--- src/pkg/mdc_pkg.sv ---
// Package of constants, types and helpers for the microstep drive control
package mdc_pkg;

  // ************************************************************
  // Clock and timing
  // ************************************************************
  localparam int CLK_HZ = 40_000_000;
  localparam int STEP_RATE_MAX_HZ = 3_000_000;
  // Least step period rounds up to whole cycles (14 at 40 MHz)
  localparam int MIN_STEP_CYCLES = (CLK_HZ + STEP_RATE_MAX_HZ - 1)
                                   / STEP_RATE_MAX_HZ;
  localparam int SAMPLE_US = 1000;
  localparam int SAMPLE_CYCLES = (CLK_HZ / 1_000_000) * SAMPLE_US;

  // ************************************************************
  // Register map (byte addresses)
  // ************************************************************
  localparam int ADDR_W = 8;
  localparam logic [7:0] OFS_CTRL = 8'h00;
  localparam logic [7:0] OFS_HOLD = 8'h04;
  localparam logic [7:0] OFS_RATE = 8'h08;
  localparam logic [7:0] OFS_CYCLEN = 8'h0C;
  localparam logic [7:0] OFS_ASTEP = 8'h10;
  localparam logic [7:0] OFS_STATUS = 8'h14;
  localparam logic [7:0] OFS_FAULT = 8'h18;
  localparam logic [7:0] OFS_POS = 8'h1C;
  localparam logic [7:0] OFS_IRQ_STAT = 8'h20;
  localparam logic [7:0] OFS_IRQ_MASK = 8'h24;

  // Reset values
  localparam logic [4:0] CTRL_RST = 5'h00;
  localparam logic [14:0] HOLD_RST = 15'h0000;
  localparam logic [15:0] RATE_RST = 16'h0000;
  localparam logic [15:0] CYCLEN_RST = 16'h0000;
  localparam logic [23:0] ASTEP_RST = 24'h000000;

  // Field positions and widths
  localparam int HOLD_W = 15;
  localparam int IRQ_W = 3;
  localparam int IRQ_LOCKOUT = 0;
  localparam int IRQ_GAIN_REFUSED = 1;
  localparam int IRQ_CYCLEN_SHORT = 2;

  // ************************************************************
  // Drive figures
  // ************************************************************
  localparam int USTEP_PER_FULL = 256;
  localparam int USTEP_PER_CYCLE = 4 * USTEP_PER_FULL;
  localparam int IDX_W = 10;
  localparam logic [IDX_W-1:0] QUARTER_SHIFT = 10'h100;
  localparam int ROM_AW = 9;
  localparam int ROM_DEPTH = USTEP_PER_FULL + 1;
  localparam int ROM_DW = 15;
  localparam int ANG_W = 26;
  localparam logic [15:0] CYCLEN_MIN = 16'h0050;
  localparam logic [7:0] FAULT_LOCKOUT = 8'h03;
  // Peak phase currents in milliamps per gain code
  localparam logic [15:0] GAIN0_MA = 16'h02EE;
  localparam logic [15:0] GAIN1_MA = 16'h05DC;
  localparam logic [15:0] GAIN2_MA = 16'h0BB8;
  localparam logic [15:0] GAIN3_MA = 16'h1770;
  // Torque gain 0.8 A/V: mA = mV * 13107 / 2^14
  localparam logic signed [15:0] TQ_MUL = 16'sh3333;
  localparam int TQ_SHIFT = 14;

  // ************************************************************
  // Types
  // ************************************************************
  typedef enum logic [1:0] {
    MDC_MODE_STEPPER,
    MDC_MODE_SERVO3,
    MDC_MODE_SERVO2
  } mdc_mode_e;

  typedef struct packed {
    logic [1:0] gain;
    logic servo;
    logic dir;
    logic enable;
  } mdc_ctrl_s;

  typedef struct packed {
    logic signed [15:0] a;
    logic signed [15:0] b;
  } mdc_phase_s;

  // Peak current in mA for a gain code
  function automatic logic [15:0] mdc_gain_ma(input logic [1:0] code);
    unique case (code)
      2'h0: return GAIN0_MA;
      2'h1: return GAIN1_MA;
      2'h2: return GAIN2_MA;
      2'h3: return GAIN3_MA;
    endcase
  endfunction

endpackage

--- src/rtl/mdc_sine_rom.sv ---
// Quarter-wave sine table with registered read data
`timescale 1ns/1ps
module mdc_sine_rom
  import mdc_pkg::*;
(
  input wire logic i_clock,               // System clock
  input wire logic [ROM_AW-1:0] i_addr,   // Quarter-wave index 0..256
  output logic [ROM_DW-1:0] o_data        // Sine magnitude, Q15
);

  logic [ROM_DW-1:0] rom [ROM_DEPTH];

  // Rational sine fit, good to a fraction of a percent
  function automatic logic [ROM_DW-1:0] sine_fit(input int q);
    longint p;
    longint v;
    p = longint'(q) * longint'(512 - q);
    v = (longint'(32767) * 16 * p) / (longint'(5) * 512 * 512 - 4 * p);
    return v[ROM_DW-1:0];
  endfunction

  // ************************************************************
  // Table contents, fixed at elaboration
  // ************************************************************
  initial begin
    for (int i = 0; i < ROM_DEPTH; i++) begin
      rom[i] = sine_fit(i);
    end
  end

  // Registered read
  always_ff @(posedge i_clock) begin
    o_data <= rom[i_addr];
  end

endmodule // mdc_sine_rom

--- src/rtl/mdc_drive.sv ---
// Microstep and two-phase servo drive control with register port
// Overview of operation
// - Full step is 256 microsteps; electrical cycle is 1024 positions.
// - Step generator runs up to three million microsteps per second.
// - Gain code 0..3 selects peak 0.75, 1.5, 3 or 6 A.
// - Hold current applies only when reference position is unchanged.
// - Hold mode zero keeps full current whenever enabled in stepper mode.
// - Hold mode one cuts current to a quarter at rest.
// - Hold mode m waits m samples at rest, then quarter current.
// - Motor type resets to stepper; servo selects sinusoidal servo.
// - Two-phase servo needs option fitted and servo type, else three-phase.
// - Two-phase commands are 90 degrees apart electrically.
// - Two-phase mode is torque mode at 0.8 A per volt.
// - Lockout disables drive, fault query reads 3, lockout status bit set; o_irq only if its mask bit is set.
`timescale 1ns/1ps
module mdc_drive
  import mdc_pkg::*;
#(
  parameter int SAMPLE_TICKS = SAMPLE_CYCLES  // Servo sample period, cycles
)(
  input wire logic i_clock,                  // 40 MHz clock
  input wire logic i_nrst,                   // Async reset, active low
  input wire logic [ADDR_W-1:0] i_addr,      // Register address
  input wire logic [31:0] i_wdata,           // Write data
  input wire logic i_wr,                     // Write strobe
  input wire logic i_rd,                     // Read strobe
  output logic [31:0] o_rdata,               // Read data, cycle after i_rd
  input wire logic i_lockout,                // Lockout pin, active high
  input wire logic i_two_phase_opt,          // Two-phase option strap
  input wire logic i_enc_step,               // Encoder count pulse pin
  input wire logic i_enc_dir,                // Encoder direction pin
  input wire logic signed [15:0] i_torque_mv, // Torque command, mV
  output logic signed [15:0] o_phase_a,      // Phase A current, mA
  output logic signed [15:0] o_phase_b,      // Phase B current, mA
  output logic o_bridge_en,                  // Power bridge enable
  output logic [1:0] o_mode,                 // Active drive mode
  output logic o_irq                         // Amplifier error interrupt
);

  // ************************************************************
  // Reset release and pin synchronisers
  // ************************************************************
  logic [1:0] rst_sync_r;
  logic rst_n;
  logic [1:0] elo_sync_r;
  logic [1:0] estep_sync_r;
  logic [1:0] edir_sync_r;
  logic estep_prev_r;
  logic [1:0] opt_sync_r;

  // Release reset through two flops
  always_ff @(posedge i_clock or negedge i_nrst) begin
    if (!i_nrst) begin
      rst_sync_r <= 2'h0;
    end else begin
      rst_sync_r <= {rst_sync_r[0], 1'b1};
    end
  end
  assign rst_n = rst_sync_r[1];

  // Pins are asynchronous; only stage two is looked at
  always_ff @(posedge i_clock or negedge rst_n) begin
    if (!rst_n) begin
      elo_sync_r <= 2'h0;
      estep_sync_r <= 2'h0;
      edir_sync_r <= 2'h0;
      estep_prev_r <= 1'b0;
      opt_sync_r <= 2'h0;
    end else begin
      elo_sync_r <= {elo_sync_r[0], i_lockout};
      estep_sync_r <= {estep_sync_r[0], i_enc_step};
      edir_sync_r <= {edir_sync_r[0], i_enc_dir};
      estep_prev_r <= estep_sync_r[1];
      opt_sync_r <= {opt_sync_r[0], i_two_phase_opt};
    end
  end

  logic enc_pulse;
  assign enc_pulse = estep_sync_r[1] & ~estep_prev_r;

  // Strap frozen three edges after release, once its synchroniser is full
  logic opt_r;
  logic [1:0] opt_wait_r;
  always_ff @(posedge i_clock or negedge rst_n) begin
    if (!rst_n) begin
      opt_r <= 1'b0;
      opt_wait_r <= 2'h0;
    end else if (opt_wait_r != 2'h3) begin
      opt_r <= opt_sync_r[1];
      opt_wait_r <= opt_wait_r + 2'h1;
    end
  end

  // ************************************************************
  // Registers
  // ************************************************************
  mdc_ctrl_s ctrl_r;
  logic [HOLD_W-1:0] hold_r;
  logic [15:0] rate_r;
  logic [15:0] cyclen_r;
  logic [23:0] astep_r;
  logic [IRQ_W-1:0] irq_stat_r;
  logic [IRQ_W-1:0] irq_mask_r;
  logic locked_r;
  logic mo_seen_r;
  logic [31:0] ref_pos_r;
  logic reduced_r;
  logic moving_r;
  logic drive_on;
  logic two_phase;
  logic wr_ctrl;
  logic gain_refused;

  assign wr_ctrl = i_wr && (i_addr == OFS_CTRL);
  assign drive_on = ctrl_r.enable && !locked_r;
  assign two_phase = ctrl_r.servo && opt_r;
  assign gain_refused = wr_ctrl && ctrl_r.enable
                        && (i_wdata[4:3] != ctrl_r.gain);

  // Control register; motor type resets to stepper
  always_ff @(posedge i_clock or negedge rst_n) begin
    if (!rst_n) begin
      ctrl_r <= mdc_ctrl_s'(CTRL_RST);
    end else if (wr_ctrl) begin
      ctrl_r.enable <= i_wdata[0];
      ctrl_r.dir <= i_wdata[1];
      ctrl_r.servo <= i_wdata[2];
      if (!ctrl_r.enable) begin
        ctrl_r.gain <= i_wdata[4:3];
      end
    end
  end

  // Plain configuration registers
  always_ff @(posedge i_clock or negedge rst_n) begin
    if (!rst_n) begin
      hold_r <= HOLD_RST;
      rate_r <= RATE_RST;
      cyclen_r <= CYCLEN_RST;
      astep_r <= ASTEP_RST;
      irq_mask_r <= '0;
    end else if (i_wr) begin
      if (i_addr == OFS_HOLD) hold_r <= i_wdata[HOLD_W-1:0];
      if (i_addr == OFS_RATE) rate_r <= i_wdata[15:0];
      if (i_addr == OFS_CYCLEN) cyclen_r <= i_wdata[15:0];
      if (i_addr == OFS_ASTEP) astep_r <= i_wdata[23:0];
      if (i_addr == OFS_IRQ_MASK) irq_mask_r <= i_wdata[IRQ_W-1:0];
    end
  end

  // ************************************************************
  // Lockout
  // ************************************************************
  // latch lockout
  // Held while the pin is high; cleared by disable then enable
  always_ff @(posedge i_clock or negedge rst_n) begin
    if (!rst_n) begin
      locked_r <= 1'b0;
      mo_seen_r <= 1'b0;
    end else if (elo_sync_r[1]) begin
      locked_r <= 1'b1;
      mo_seen_r <= 1'b0;
    end else if (locked_r && wr_ctrl) begin
      if (!i_wdata[0]) begin
        mo_seen_r <= 1'b1;
      end else if (mo_seen_r) begin
        locked_r <= 1'b0;
        mo_seen_r <= 1'b0;
      end
    end
  end

  // ************************************************************
  // Interrupts
  // ************************************************************
  logic [IRQ_W-1:0] irq_ev;
  logic [IRQ_W-1:0] irq_clr;
  logic locked_prev_r;
  logic cyclen_short;

  assign cyclen_short = two_phase && drive_on && (cyclen_r < CYCLEN_MIN);
  logic cyclen_short_r;

  always_ff @(posedge i_clock or negedge rst_n) begin
    if (!rst_n) begin
      locked_prev_r <= 1'b0;
      cyclen_short_r <= 1'b0;
    end else begin
      locked_prev_r <= locked_r;
      cyclen_short_r <= cyclen_short;
    end
  end

  assign irq_ev[IRQ_LOCKOUT] = locked_r && !locked_prev_r;
  assign irq_ev[IRQ_GAIN_REFUSED] = gain_refused;
  assign irq_ev[IRQ_CYCLEN_SHORT] = cyclen_short && !cyclen_short_r;
  assign irq_clr = (i_wr && (i_addr == OFS_IRQ_STAT)) ?
                   i_wdata[IRQ_W-1:0] : '0;

  // Sticky status; a new event beats a clear in the same cycle
  always_ff @(posedge i_clock or negedge rst_n) begin
    if (!rst_n) begin
      irq_stat_r <= '0;
      o_irq <= 1'b0;
    end else begin
      irq_stat_r <= (irq_stat_r & ~irq_clr) | irq_ev;
      o_irq <= |(irq_stat_r & irq_mask_r);
    end
  end

  // ************************************************************
  // Step generator and sample tick
  // ************************************************************
  logic [15:0] step_cnt_r;
  logic [15:0] step_period;
  logic step_go;
  logic [IDX_W-1:0] ustep_idx_r;
  logic [31:0] tick_cnt_r;
  logic tick;

  // rate ceiling
  // Slower than asked is safer than exceeding the bridge rate
  assign step_period = (rate_r < 16'(MIN_STEP_CYCLES)) ?
                       16'(MIN_STEP_CYCLES) : rate_r;
  assign step_go = drive_on && !ctrl_r.servo && (rate_r != 16'h0000)
                   && (step_cnt_r >= step_period - 16'h0001);

  always_ff @(posedge i_clock or negedge rst_n) begin
    if (!rst_n) begin
      step_cnt_r <= 16'h0000;
    end else if (step_go || !drive_on || rate_r == 16'h0000) begin
      step_cnt_r <= 16'h0000;
    end else begin
      step_cnt_r <= step_cnt_r + 16'h0001;
    end
  end

  always_ff @(posedge i_clock or negedge rst_n) begin
    if (!rst_n) begin
      ustep_idx_r <= '0;
      ref_pos_r <= 32'h00000000;
    end else if (step_go) begin
      ustep_idx_r <= ctrl_r.dir ? ustep_idx_r - IDX_W'(1)
                                : ustep_idx_r + IDX_W'(1);
      ref_pos_r <= ctrl_r.dir ? ref_pos_r - 32'h1 : ref_pos_r + 32'h1;
    end
  end

  // Servo sample divider
  assign tick = (tick_cnt_r == 32'(SAMPLE_TICKS - 1));
  always_ff @(posedge i_clock or negedge rst_n) begin
    if (!rst_n) begin
      tick_cnt_r <= 32'h00000000;
    end else begin
      tick_cnt_r <= tick ? 32'h00000000 : tick_cnt_r + 32'h1;
    end
  end

  // ************************************************************
  // Hold current
  // ************************************************************
  logic [31:0] pos_prev_r;
  logic [HOLD_W-1:0] rest_cnt_r;
  logic at_rest;

  assign at_rest = (ref_pos_r == pos_prev_r);

  always_ff @(posedge i_clock or negedge rst_n) begin
    if (!rst_n) begin
      pos_prev_r <= 32'h00000000;
      rest_cnt_r <= '0;
      reduced_r <= 1'b0;
      moving_r <= 1'b0;
    end else if (tick) begin
      pos_prev_r <= ref_pos_r;
      moving_r <= !at_rest;
      if (!at_rest || hold_r == '0) begin
        rest_cnt_r <= '0;
        reduced_r <= 1'b0;
      end else if (hold_r == HOLD_W'(1)) begin
        reduced_r <= 1'b1;
      end else if (rest_cnt_r >= hold_r - HOLD_W'(1)) begin
        reduced_r <= 1'b1;
      end else begin
        rest_cnt_r <= rest_cnt_r + HOLD_W'(1);
      end
    end
  end

  // ************************************************************
  // Commutation angle and amplitude
  // ************************************************************
  logic [ANG_W-1:0] angle_r;
  logic [IDX_W-1:0] idx;
  logic signed [15:0] amp;
  logic signed [31:0] torque_prod;
  logic [15:0] full_ma;

  // Encoder counts walk the electrical angle
  always_ff @(posedge i_clock or negedge rst_n) begin
    if (!rst_n) begin
      angle_r <= '0;
    end else if (enc_pulse) begin
      angle_r <= edir_sync_r[1] ? angle_r - ANG_W'(astep_r)
                                : angle_r + ANG_W'(astep_r);
    end
  end

  assign idx = two_phase ? angle_r[ANG_W-1 -: IDX_W] : ustep_idx_r;
  assign full_ma = mdc_gain_ma(ctrl_r.gain);
  assign torque_prod = 32'(i_torque_mv) * 32'(TQ_MUL);

  always_comb begin
    if (!drive_on || (ctrl_r.servo && !two_phase)) begin
      amp = 16'sh0000;
    end else if (two_phase) begin
      amp = torque_prod[TQ_SHIFT +: 16];
    end else if (reduced_r && hold_r != '0) begin
      amp = $signed({2'h0, full_ma[15:2]});
    end else begin
      amp = $signed(full_ma);
    end
  end

  // ************************************************************
  // Sine lookup, phases A and B alternate on one table port
  // ************************************************************
  logic sel_r;
  logic sel_d_r;
  logic neg_d_r;
  logic [IDX_W-1:0] ph_idx;
  logic [ROM_AW-1:0] rom_addr;
  logic [ROM_DW-1:0] rom_data;
  logic signed [31:0] prod;
  mdc_phase_s phase_r;

  // B leads by a quarter cycle
  assign ph_idx = sel_r ? idx + QUARTER_SHIFT : idx;
  assign rom_addr = ph_idx[8] ? ROM_AW'(9'h100 - {1'b0, ph_idx[7:0]})
                              : {1'b0, ph_idx[7:0]};

  mdc_sine_rom u_rom (
    .i_clock (i_clock),
    .i_addr (rom_addr),
    .o_data (rom_data)
  );

  assign prod = 32'($signed({1'b0, rom_data})) * 32'(amp);

  always_ff @(posedge i_clock or negedge rst_n) begin
    if (!rst_n) begin
      sel_r <= 1'b0;
      sel_d_r <= 1'b0;
      neg_d_r <= 1'b0;
      phase_r <= '0;
    end else begin
      sel_r <= ~sel_r;
      sel_d_r <= sel_r;
      neg_d_r <= ph_idx[9];
      if (sel_d_r) begin
        phase_r.b <= neg_d_r ? -prod[30:15] : prod[30:15];
      end else begin
        phase_r.a <= neg_d_r ? -prod[30:15] : prod[30:15];
      end
    end
  end

  // ************************************************************
  // Outputs and read port
  // ************************************************************
  always_ff @(posedge i_clock or negedge rst_n) begin
    if (!rst_n) begin
      o_phase_a <= 16'sh0000;
      o_phase_b <= 16'sh0000;
      o_bridge_en <= 1'b0;
      o_mode <= 2'h0;
    end else begin
      o_phase_a <= phase_r.a;
      o_phase_b <= phase_r.b;
      o_bridge_en <= drive_on;
      o_mode <= !ctrl_r.servo ? MDC_MODE_STEPPER
              : (two_phase ? MDC_MODE_SERVO2 : MDC_MODE_SERVO3);
    end
  end

  // Unmapped addresses read zero
  always_ff @(posedge i_clock or negedge rst_n) begin
    if (!rst_n) begin
      o_rdata <= 32'h00000000;
    end else if (!i_rd) begin
      o_rdata <= 32'h00000000;
    end else begin
      unique case (i_addr)
        OFS_CTRL: o_rdata <= 32'(ctrl_r);
        OFS_HOLD: o_rdata <= 32'(hold_r);
        OFS_RATE: o_rdata <= 32'(rate_r);
        OFS_CYCLEN: o_rdata <= 32'(cyclen_r);
        OFS_ASTEP: o_rdata <= 32'(astep_r);
        OFS_STATUS: o_rdata <= 32'({two_phase, moving_r,
                                    reduced_r, drive_on});
        OFS_FAULT: o_rdata <= locked_r ? 32'(FAULT_LOCKOUT) : 32'h0;
        OFS_POS: o_rdata <= ref_pos_r;
        OFS_IRQ_STAT: o_rdata <= 32'(irq_stat_r);
        OFS_IRQ_MASK: o_rdata <= 32'(irq_mask_r);
        default: o_rdata <= 32'h00000000;
      endcase
    end
  end

endmodule // mdc_drive

--- config.mk ---
export PLATFORM = sky130hd
export DESIGN_NAME = mdc_drive
export DESIGN_NICKNAME = d
export VERILOG_FILES = /design/src/pkg/mdc_pkg.sv /design/src/rtl/mdc_sine_rom.sv /design/src/rtl/mdc_drive.sv
export SDC_FILE = /design/constraint.sdc
export NUM_CORES = 2
export LEC_CHECK = 0
export BUFFER_PORTS_ARGS = -buffer_cell sky130_fd_sc_hd__buf_2
export CORE_MARGIN = 5
export CORE_UTILIZATION = 50
export DETAILED_ROUTE_END_ITERATION = 12
export GPL_TIMING_DRIVEN = 0
export PLACE_DENSITY = 0.69
export SLEW_MARGIN = 25
export SYNTH_ARGS = -nofsm -noshare
export SYNTH_HDL_FRONTEND = slang
export SYNTH_SLANG_ARGS = --single-unit
--- constraint.sdc ---
create_clock -name i_clock -period 10.34 [get_ports i_clock]
set_input_delay 2.068 -clock i_clock [delete_from_list [all_inputs] [get_ports i_clock]]
set_output_delay 2.068 -clock i_clock [all_outputs]
set_load 0.01 [all_outputs]
Word-level counts from Yosys, hierarchy flattened
Memories as Yosys holds them, arrays and structs flattened. A register that Yosys moved wholly into a read port is not among the register bits.
Cells that the tools add are included.
Cells by class
  $mul: 2
  add/subtract/negate cells: 15
  order comparisons: 4
  reduce and logical (&&, ||, !) cells: 47
  bitwise logic cells: 8
  equality and inequality tests: 19
  mux-type cells: 33
Operator list (number)
  case mux 32 bit (10 select lines): 1
  2-to-1 mux 16 bit: 6
  2-to-1 mux 32 bit: 3
  adder 32 x 1 -> 32 bit, second input constant: 2
  case mux 16 bit (4 select lines): 1
  2-to-1 mux 15 bit: 3
  equality test 32 x 16 -> 1 bit, second input constant: 1
  equality test 32 bit: 1
  equality test 8 x 5 -> 1 bit, second input constant: 4
  subtractor 32 x 1 -> 32 bit, second input constant: 1
  multiplier 16 x 16 -> 31 bit: 1
  multiplier 16 x 15 -> 30 bit, second input constant: 1
  2-to-1 mux 10 bit: 3
  adder 26 x 24 -> 26 bit: 1
  2-to-1 mux 26 bit: 1
  subtractor 26 x 24 -> 26 bit: 1
  adder 16 x 1 -> 16 bit, second input constant: 1
  equality test 8 x 4 -> 1 bit, second input constant: 2
  equality test 8 x 6 -> 1 bit, second input constant: 2
  >= comparator 16 bit: 1
  logical AND 1 bit: 16
  logical NOT 16 bit: 1
  less-than comparator 16 x 4 -> 1 bit, second input constant: 1
  less-than comparator 16 x 7 -> 1 bit, second input constant: 1
  37 further kinds: 72
Word-level totals
  bits in read-only memories: 3855
  logic and storage cells: 171
  memories: 1
  register bits after elaboration: 368
  output and inout port bits: 68
  input bits: 64
Memory list
  u_rom.rom: depth 257, bits a word 15, rd ports 1, clocked after Yosys merged registers in 1, wr ports 0, RTL line mdc_sine_rom.sv:11  | logic [ROM_DW-1:0] rom [ROM_DEPTH];

Depth between registers and ports, before layout
  depth in word-level cells: 8
  depth in mapped cells: 54
  depth with buffers taken out: 52

Modules after synthesis
Synthesis repeated with hierarchy kept, for this count alone.
Unflattened totals
  cells, all modules: 3998
  area, all modules: 36638.9 µm²
Modules (own cells, without submodules)
  mdc_drive: instances 1, sequential area each 9208.8 µm², cells each 3253, area an instance 31998.2 µm²
  mdc_sine_rom: instances 1, sequential area each 300.3 µm², cells each 745, area an instance 4640.7 µm²

Worst setup path before layout
OpenSTA, ideal clock, no wires.
  path type: input -> register
  start: input i_torque_mv[5]
  end: register phase_r[15] (netlist bit)
  library setup time: 0.140 ns
  path buffers: 1
  data required time: 10.200 ns
  arrival: 13.538 ns
  setup slack: -3.338 ns
  stages: 47
  cells stage by stage: ha_1 -> inv_1 -> fa_1 -> inv_1 -> ha_1 -> fa_1 -> fa_1 -> inv_1 -> fa_1 -> inv_1 -> ha_1 -> nand2_1 -> o21a_1 -> o211ai_1 -> a31o_2 -> a21oi_1 -> nand2b_1 -> a211o_1 -> (+11 left out) -> fa_1 -> inv_1 -> ha_1 -> inv_1 -> o21bai_1 -> a21o_1 -> a21oi_1 -> nor2b_1 -> o211ai_1 -> o211ai_1 -> or2_1 -> buf_6 -> a311o_4 -> nor4b_4 -> o211ai_2 -> o31ai_2 -> xnor2_1 -> mux2i_1
Between the ends
  longest elaborated chain between the ends: 6
RTL lines
  start, declared: RTL line mdc_drive.sv:32  | input wire logic signed [15:0] i_torque_mv,
  multiplier 16 x 15 -> 30 bit *: RTL line mdc_drive.sv:311  | assign torque_prod = 32'(i_torque_mv) * 32'(TQ_MUL);
  2-to-1 mux 16 bit *: RTL line mdc_drive.sv:316  | end else if (two_phase) begin
  2-to-1 mux 16 bit *: RTL line mdc_drive.sv:314  | if (!drive_on || (ctrl_r.servo && !two_phase)) begin
  multiplier 16 x 16 -> 31 bit *: RTL line mdc_drive.sv:348  | assign prod = 32'($signed({1'b0, rom_data})) * 32'(amp);
  negation 16 bit: RTL line mdc_drive.sv:361  | phase_r.b <= neg_d_r ? -prod[30:15] : prod[30:15];
  2-to-1 mux 16 bit *: RTL line mdc_drive.sv:361
  end, declared: RTL line mdc_drive.sv:335  | mdc_phase_s phase_r;
Mark *: on every way between the ends. The rest lies on a longest branch, timed or not.
A chain may end at the register's enable or synchronous reset.

Worst setup path after layout
  start: input i_torque_mv[3]
  end: register phase_r[13] (netlist bit)
Same word-level chain as after synthesis.

==> results.md <==
- #FFs+latches synth: 383
- Net count after synthesis: 4659
- Synth-to-layout area growth: 16.0%
- Sink count of the clock tree: about 380
- M1 GR Usage: 43.6%
- Via count: between 30000 and 40000
- Psw: roughly 2.5 mW
- Placer Congestion: 1.09
- Max stage delay cell, worst path: fa_2
- Root Buffer: clkbuf_16
- Final Hold Viols: 0
- MaxCap Viol Count: 0
- Clk_lat worst skew: between 0.6 and 0.7 ns
- GRT Util Overall: about a third
- Fmax: approximately 75 MHz
- Status: complete, but fails checks
- Setup WS post-layout: -2.95 ns
- Switching part of the total: 39.5%
- DIE AREA: 0.0780 sq mm
- DRT Pass-1 Iters: 8
- Drt wl/cell: ~24 um
- Logic pwr share: 46.6%
- Sequential share of power: a little over a quarter
- Post-Synth Adder-Cell Area: around a quarter
- Startpoint Class: primary input
- Top Ports: roughly 130
- Layout cells sized above 1: between 15 and 20%
- CP Data Required Time: approximately 11 ns
- Post-synth ARST share: between 90% and 100%
- Placeable Area: 0.0717 sq mm
- Remaining Overflow, GRT: 0
- WL final: approximately 130 mm
- PwrDens: approximately 150 mW/mm^2
- Pleak: around 20 nW
- P_int: 3.86 mW
- FF-to-FF End: phase_r[13]
- CTS buffer count: 46
- Synth warn: 0
- Clk slew on worst S/H paths: roughly 0.06 ns
- Violated checks: negative setup slack
- DR DRC count: 0
- Final non-filler cell total: between 5000 and 6000
- Number of buffers added on ports: roughly 120
- Htree depth: 2
- Final min period: roughly 13 ns
- Most used DFF post-synth: dfrtp_1
- Worst Tran Pin Value: approximately 1.2 ns
- FILL cells: 6174
- Worst path arrival time: 13.74 ns
- Grt met2 use: between 50% and 60%
- Dpl ws: -4.36 ns
- Routed Antenna Nets: 0
- Clock Skew: approximately 0.03 ns
- Fin. max-slew vios: 0
- Critical Path Sink Type: register
- Cts hold-fix bufs: 0
- Final setup fails: 32
- Layout Nets: around 4900
- Placed instance count: 5089
- Final worst path period share: 128%
- First-pass GRT wire length: 196 mm
- Grt peak-use layer: met2
- FF-to-FF Start: opt_r
- FF-to-FF setup slack: ~0.13 ns
- Die Span Y: between 200 and 300 um
- Post-synthesis sequential area ratio: about a quarter
- Crit path largest cell delay: approximately 0.58 ns
- Mux share of post-synthesis cell area: approximately 5%
- Largest net degree at the start of global routing: 58
- WS Path Type: in2reg
- Hpwl dp: approximately 95 mm
- Simple-gate share of the synthesized area: between 15 and 20%
- Clock share of power: around 27%
- DIE WIDTH: around 280 um
- Peak VDD IR: roughly 210 uV
- Std-Cell Rows: 98
- Synth cell types: 89
- Synth Area in XOR/XNOR: around 6.6%
- Largest family of logic cells by synthesized area: adder cells
- Met3 Resource Use GR: about 7.3%
- Initial Util: 50.5%
- Relative slew slack: between 15 and 20%
- CTS tree: built
- Type of the tightest min-delay check: reg2async
- Vias per inst: just over 6
- Gate Count Post-Synth: 4009
- Compound-cell area share of the yosys netlist: between 10% and 20%
- R2R depth: 32
- CTS Buffer Depth: 3
- RSZ-0062 raised after global routing: yes
- Syn Area/Cell: 9.04 sq um
- Antenna violations before repair: 1
- CP max FO: 6
- Syn Std Cell Area: around 0.036 sq mm
- Number of enable flip-flop cells after synthesis: 0
- Initial DRC count: ~3100
- CP most frequent cell: fa_1
- Vias in the first global route: roughly 32000
## cells by family after synthesis
| group | after synthesis |
|---|---|
| AND/OR/NAND/NOR | 1153 |
| AO/OA/AOI/OAI | 815 |
| buffers and inverters | 640 |
| adder cells (fa/ha/maj) | 586 |
| flip-flops | 383 |
| XOR/XNOR | 270 |
| multiplexers | 161 |
| other | 1 |
## power groups by stage
stage / registers [mW] / clock network, mW / logic, mW
4_1_cts: 1.68 / 1.75 / 2.73
3_3_place_gp: 1.74 / 0 / 2.35
5_1_grt: 1.69 / 1.82 / 3.29
3_5_place_dp: 1.71 / 0 / 2.41
2_1_floorplan: 1.68 / 0 / 1.85
6_report: 1.69 / 1.72 / 2.97
## worst max-delay path, delay by kind of cell
kind                     cells  cell delay, ns
adder cells (fa/ha/maj)     14            6.27
AO/OA/AOI/OAI               15            3.09
AND/OR/NAND/NOR              7            1.09
buffers and inverters       10            0.87
XOR/XNOR                     1            0.17
multiplexers                 1            0.13
## area by class of cell
cell class / count / area, sq um / area share [%]
antenna: 1 / 2.50 / 0.00595
buffer: 182 / 811 / 1.93
clock buffer: 61 / 1280 / 3.04
clock inverter: 23 / 344 / 0.818
inverter: 457 / 1730 / 4.10
multi-input combinational: 2987 / 25600 / 61.0
sequential: 383 / 9510 / 22.6
tap: 950 / 1190 / 2.83
timing repair buffer: 208 / 1540 / 3.67
## through the flow
stage | cell area, sq um | TNS (ns) | total power [mW] | utilization, % | hold slack, ns
floorplan | 36700 | -68.65 | 3.53 | - | 0.331
global placement | 38500 | -119.96 | 4.09 | 53.6 | 0.332
detailed placement | 38700 | -122.93 | 4.12 | 54.0 | 0.329
CTS | 41600 | -78.17 | 6.16 | 57.9 | 0.335
global route | 42000 | -94.91 | 6.81 | 58.6 | 0.363
finish | 42100 | -82.86 | 6.38 | 58.6 | 0.313
## cells in the mapped netlist (all sizes together) (102+ instances only)
cell type  number  area share, %
and2          141            2.4
inv           456            4.7
xnor2         167            4.0
o21ai         205            2.8
nand2         348            3.6
clkbuf        159            1.7
nor2          279            2.9
a21oi         195            2.7
fa            262             14
dfrtp         368             25
xor2          102            2.5
ha            324             11
mux2          140            4.3
## cell usage in the layout (no fill, tap or decap), types with 113 or more instances in the layout
cell type  Yosys  final
a21oi_1      194    179
and2_1       139    132
buf_2          2    113
clkbuf_1     157    149
dfrtp_1      368    366
fa_1         262    245
ha_1         324    295
inv_1        456    421
mux2_2       140    128
nand2_1      348    335
nor2_1       279    267
o21ai_0      200    189
xnor2_1      167    150
## layer usage
| layer | share of wire [%] | wire length [um] |
|---|---|---|
| met1 | 41 | 53100 |
| met5 | 0 | 0 |
| met4 | 5.2 | 6710 |
| met3 | 9.2 | 11800 |
| met2 | 44 | 57000 |
## worst max path at each step
stage / start / to / slack [ns] / depth (start not counted)
floorplan: i_torque_mv[6] / phase_r[12] / -2.58 / 47
detailed placement: i_torque_mv[4] / phase_r[12] / -4.36 / 47
global placement: i_torque_mv[4] / phase_r[13] / -4.26 / 47
CTS: i_torque_mv[5] / phase_r[15] / -2.89 / 48
global route: i_torque_mv[2] / phase_r[28] / -3.31 / 52
finish: i_torque_mv[3] / phase_r[13] / -2.95 / 48
## registers in the layout, summed over array words and instances (netlist names), 24 cells and up
signal,count
astep_r,24
ref_pos_r,32
tick_cnt_r,32
phase_r,32
pos_prev_r,32
o_rdata,32
angle_r,26
## timing repair
| action | in CTS | in global routing |
|---|---|---|
| gates resized for setup | 166 | 89 |
| pin swaps | 77 | 71 |
| buffers inserted | 60 | 20 |
| gates cloned | 1 | 0 |
| setup endpoints to repair | 32 | 32 |
Note: power is estimated with default switching activity, not from simulation.
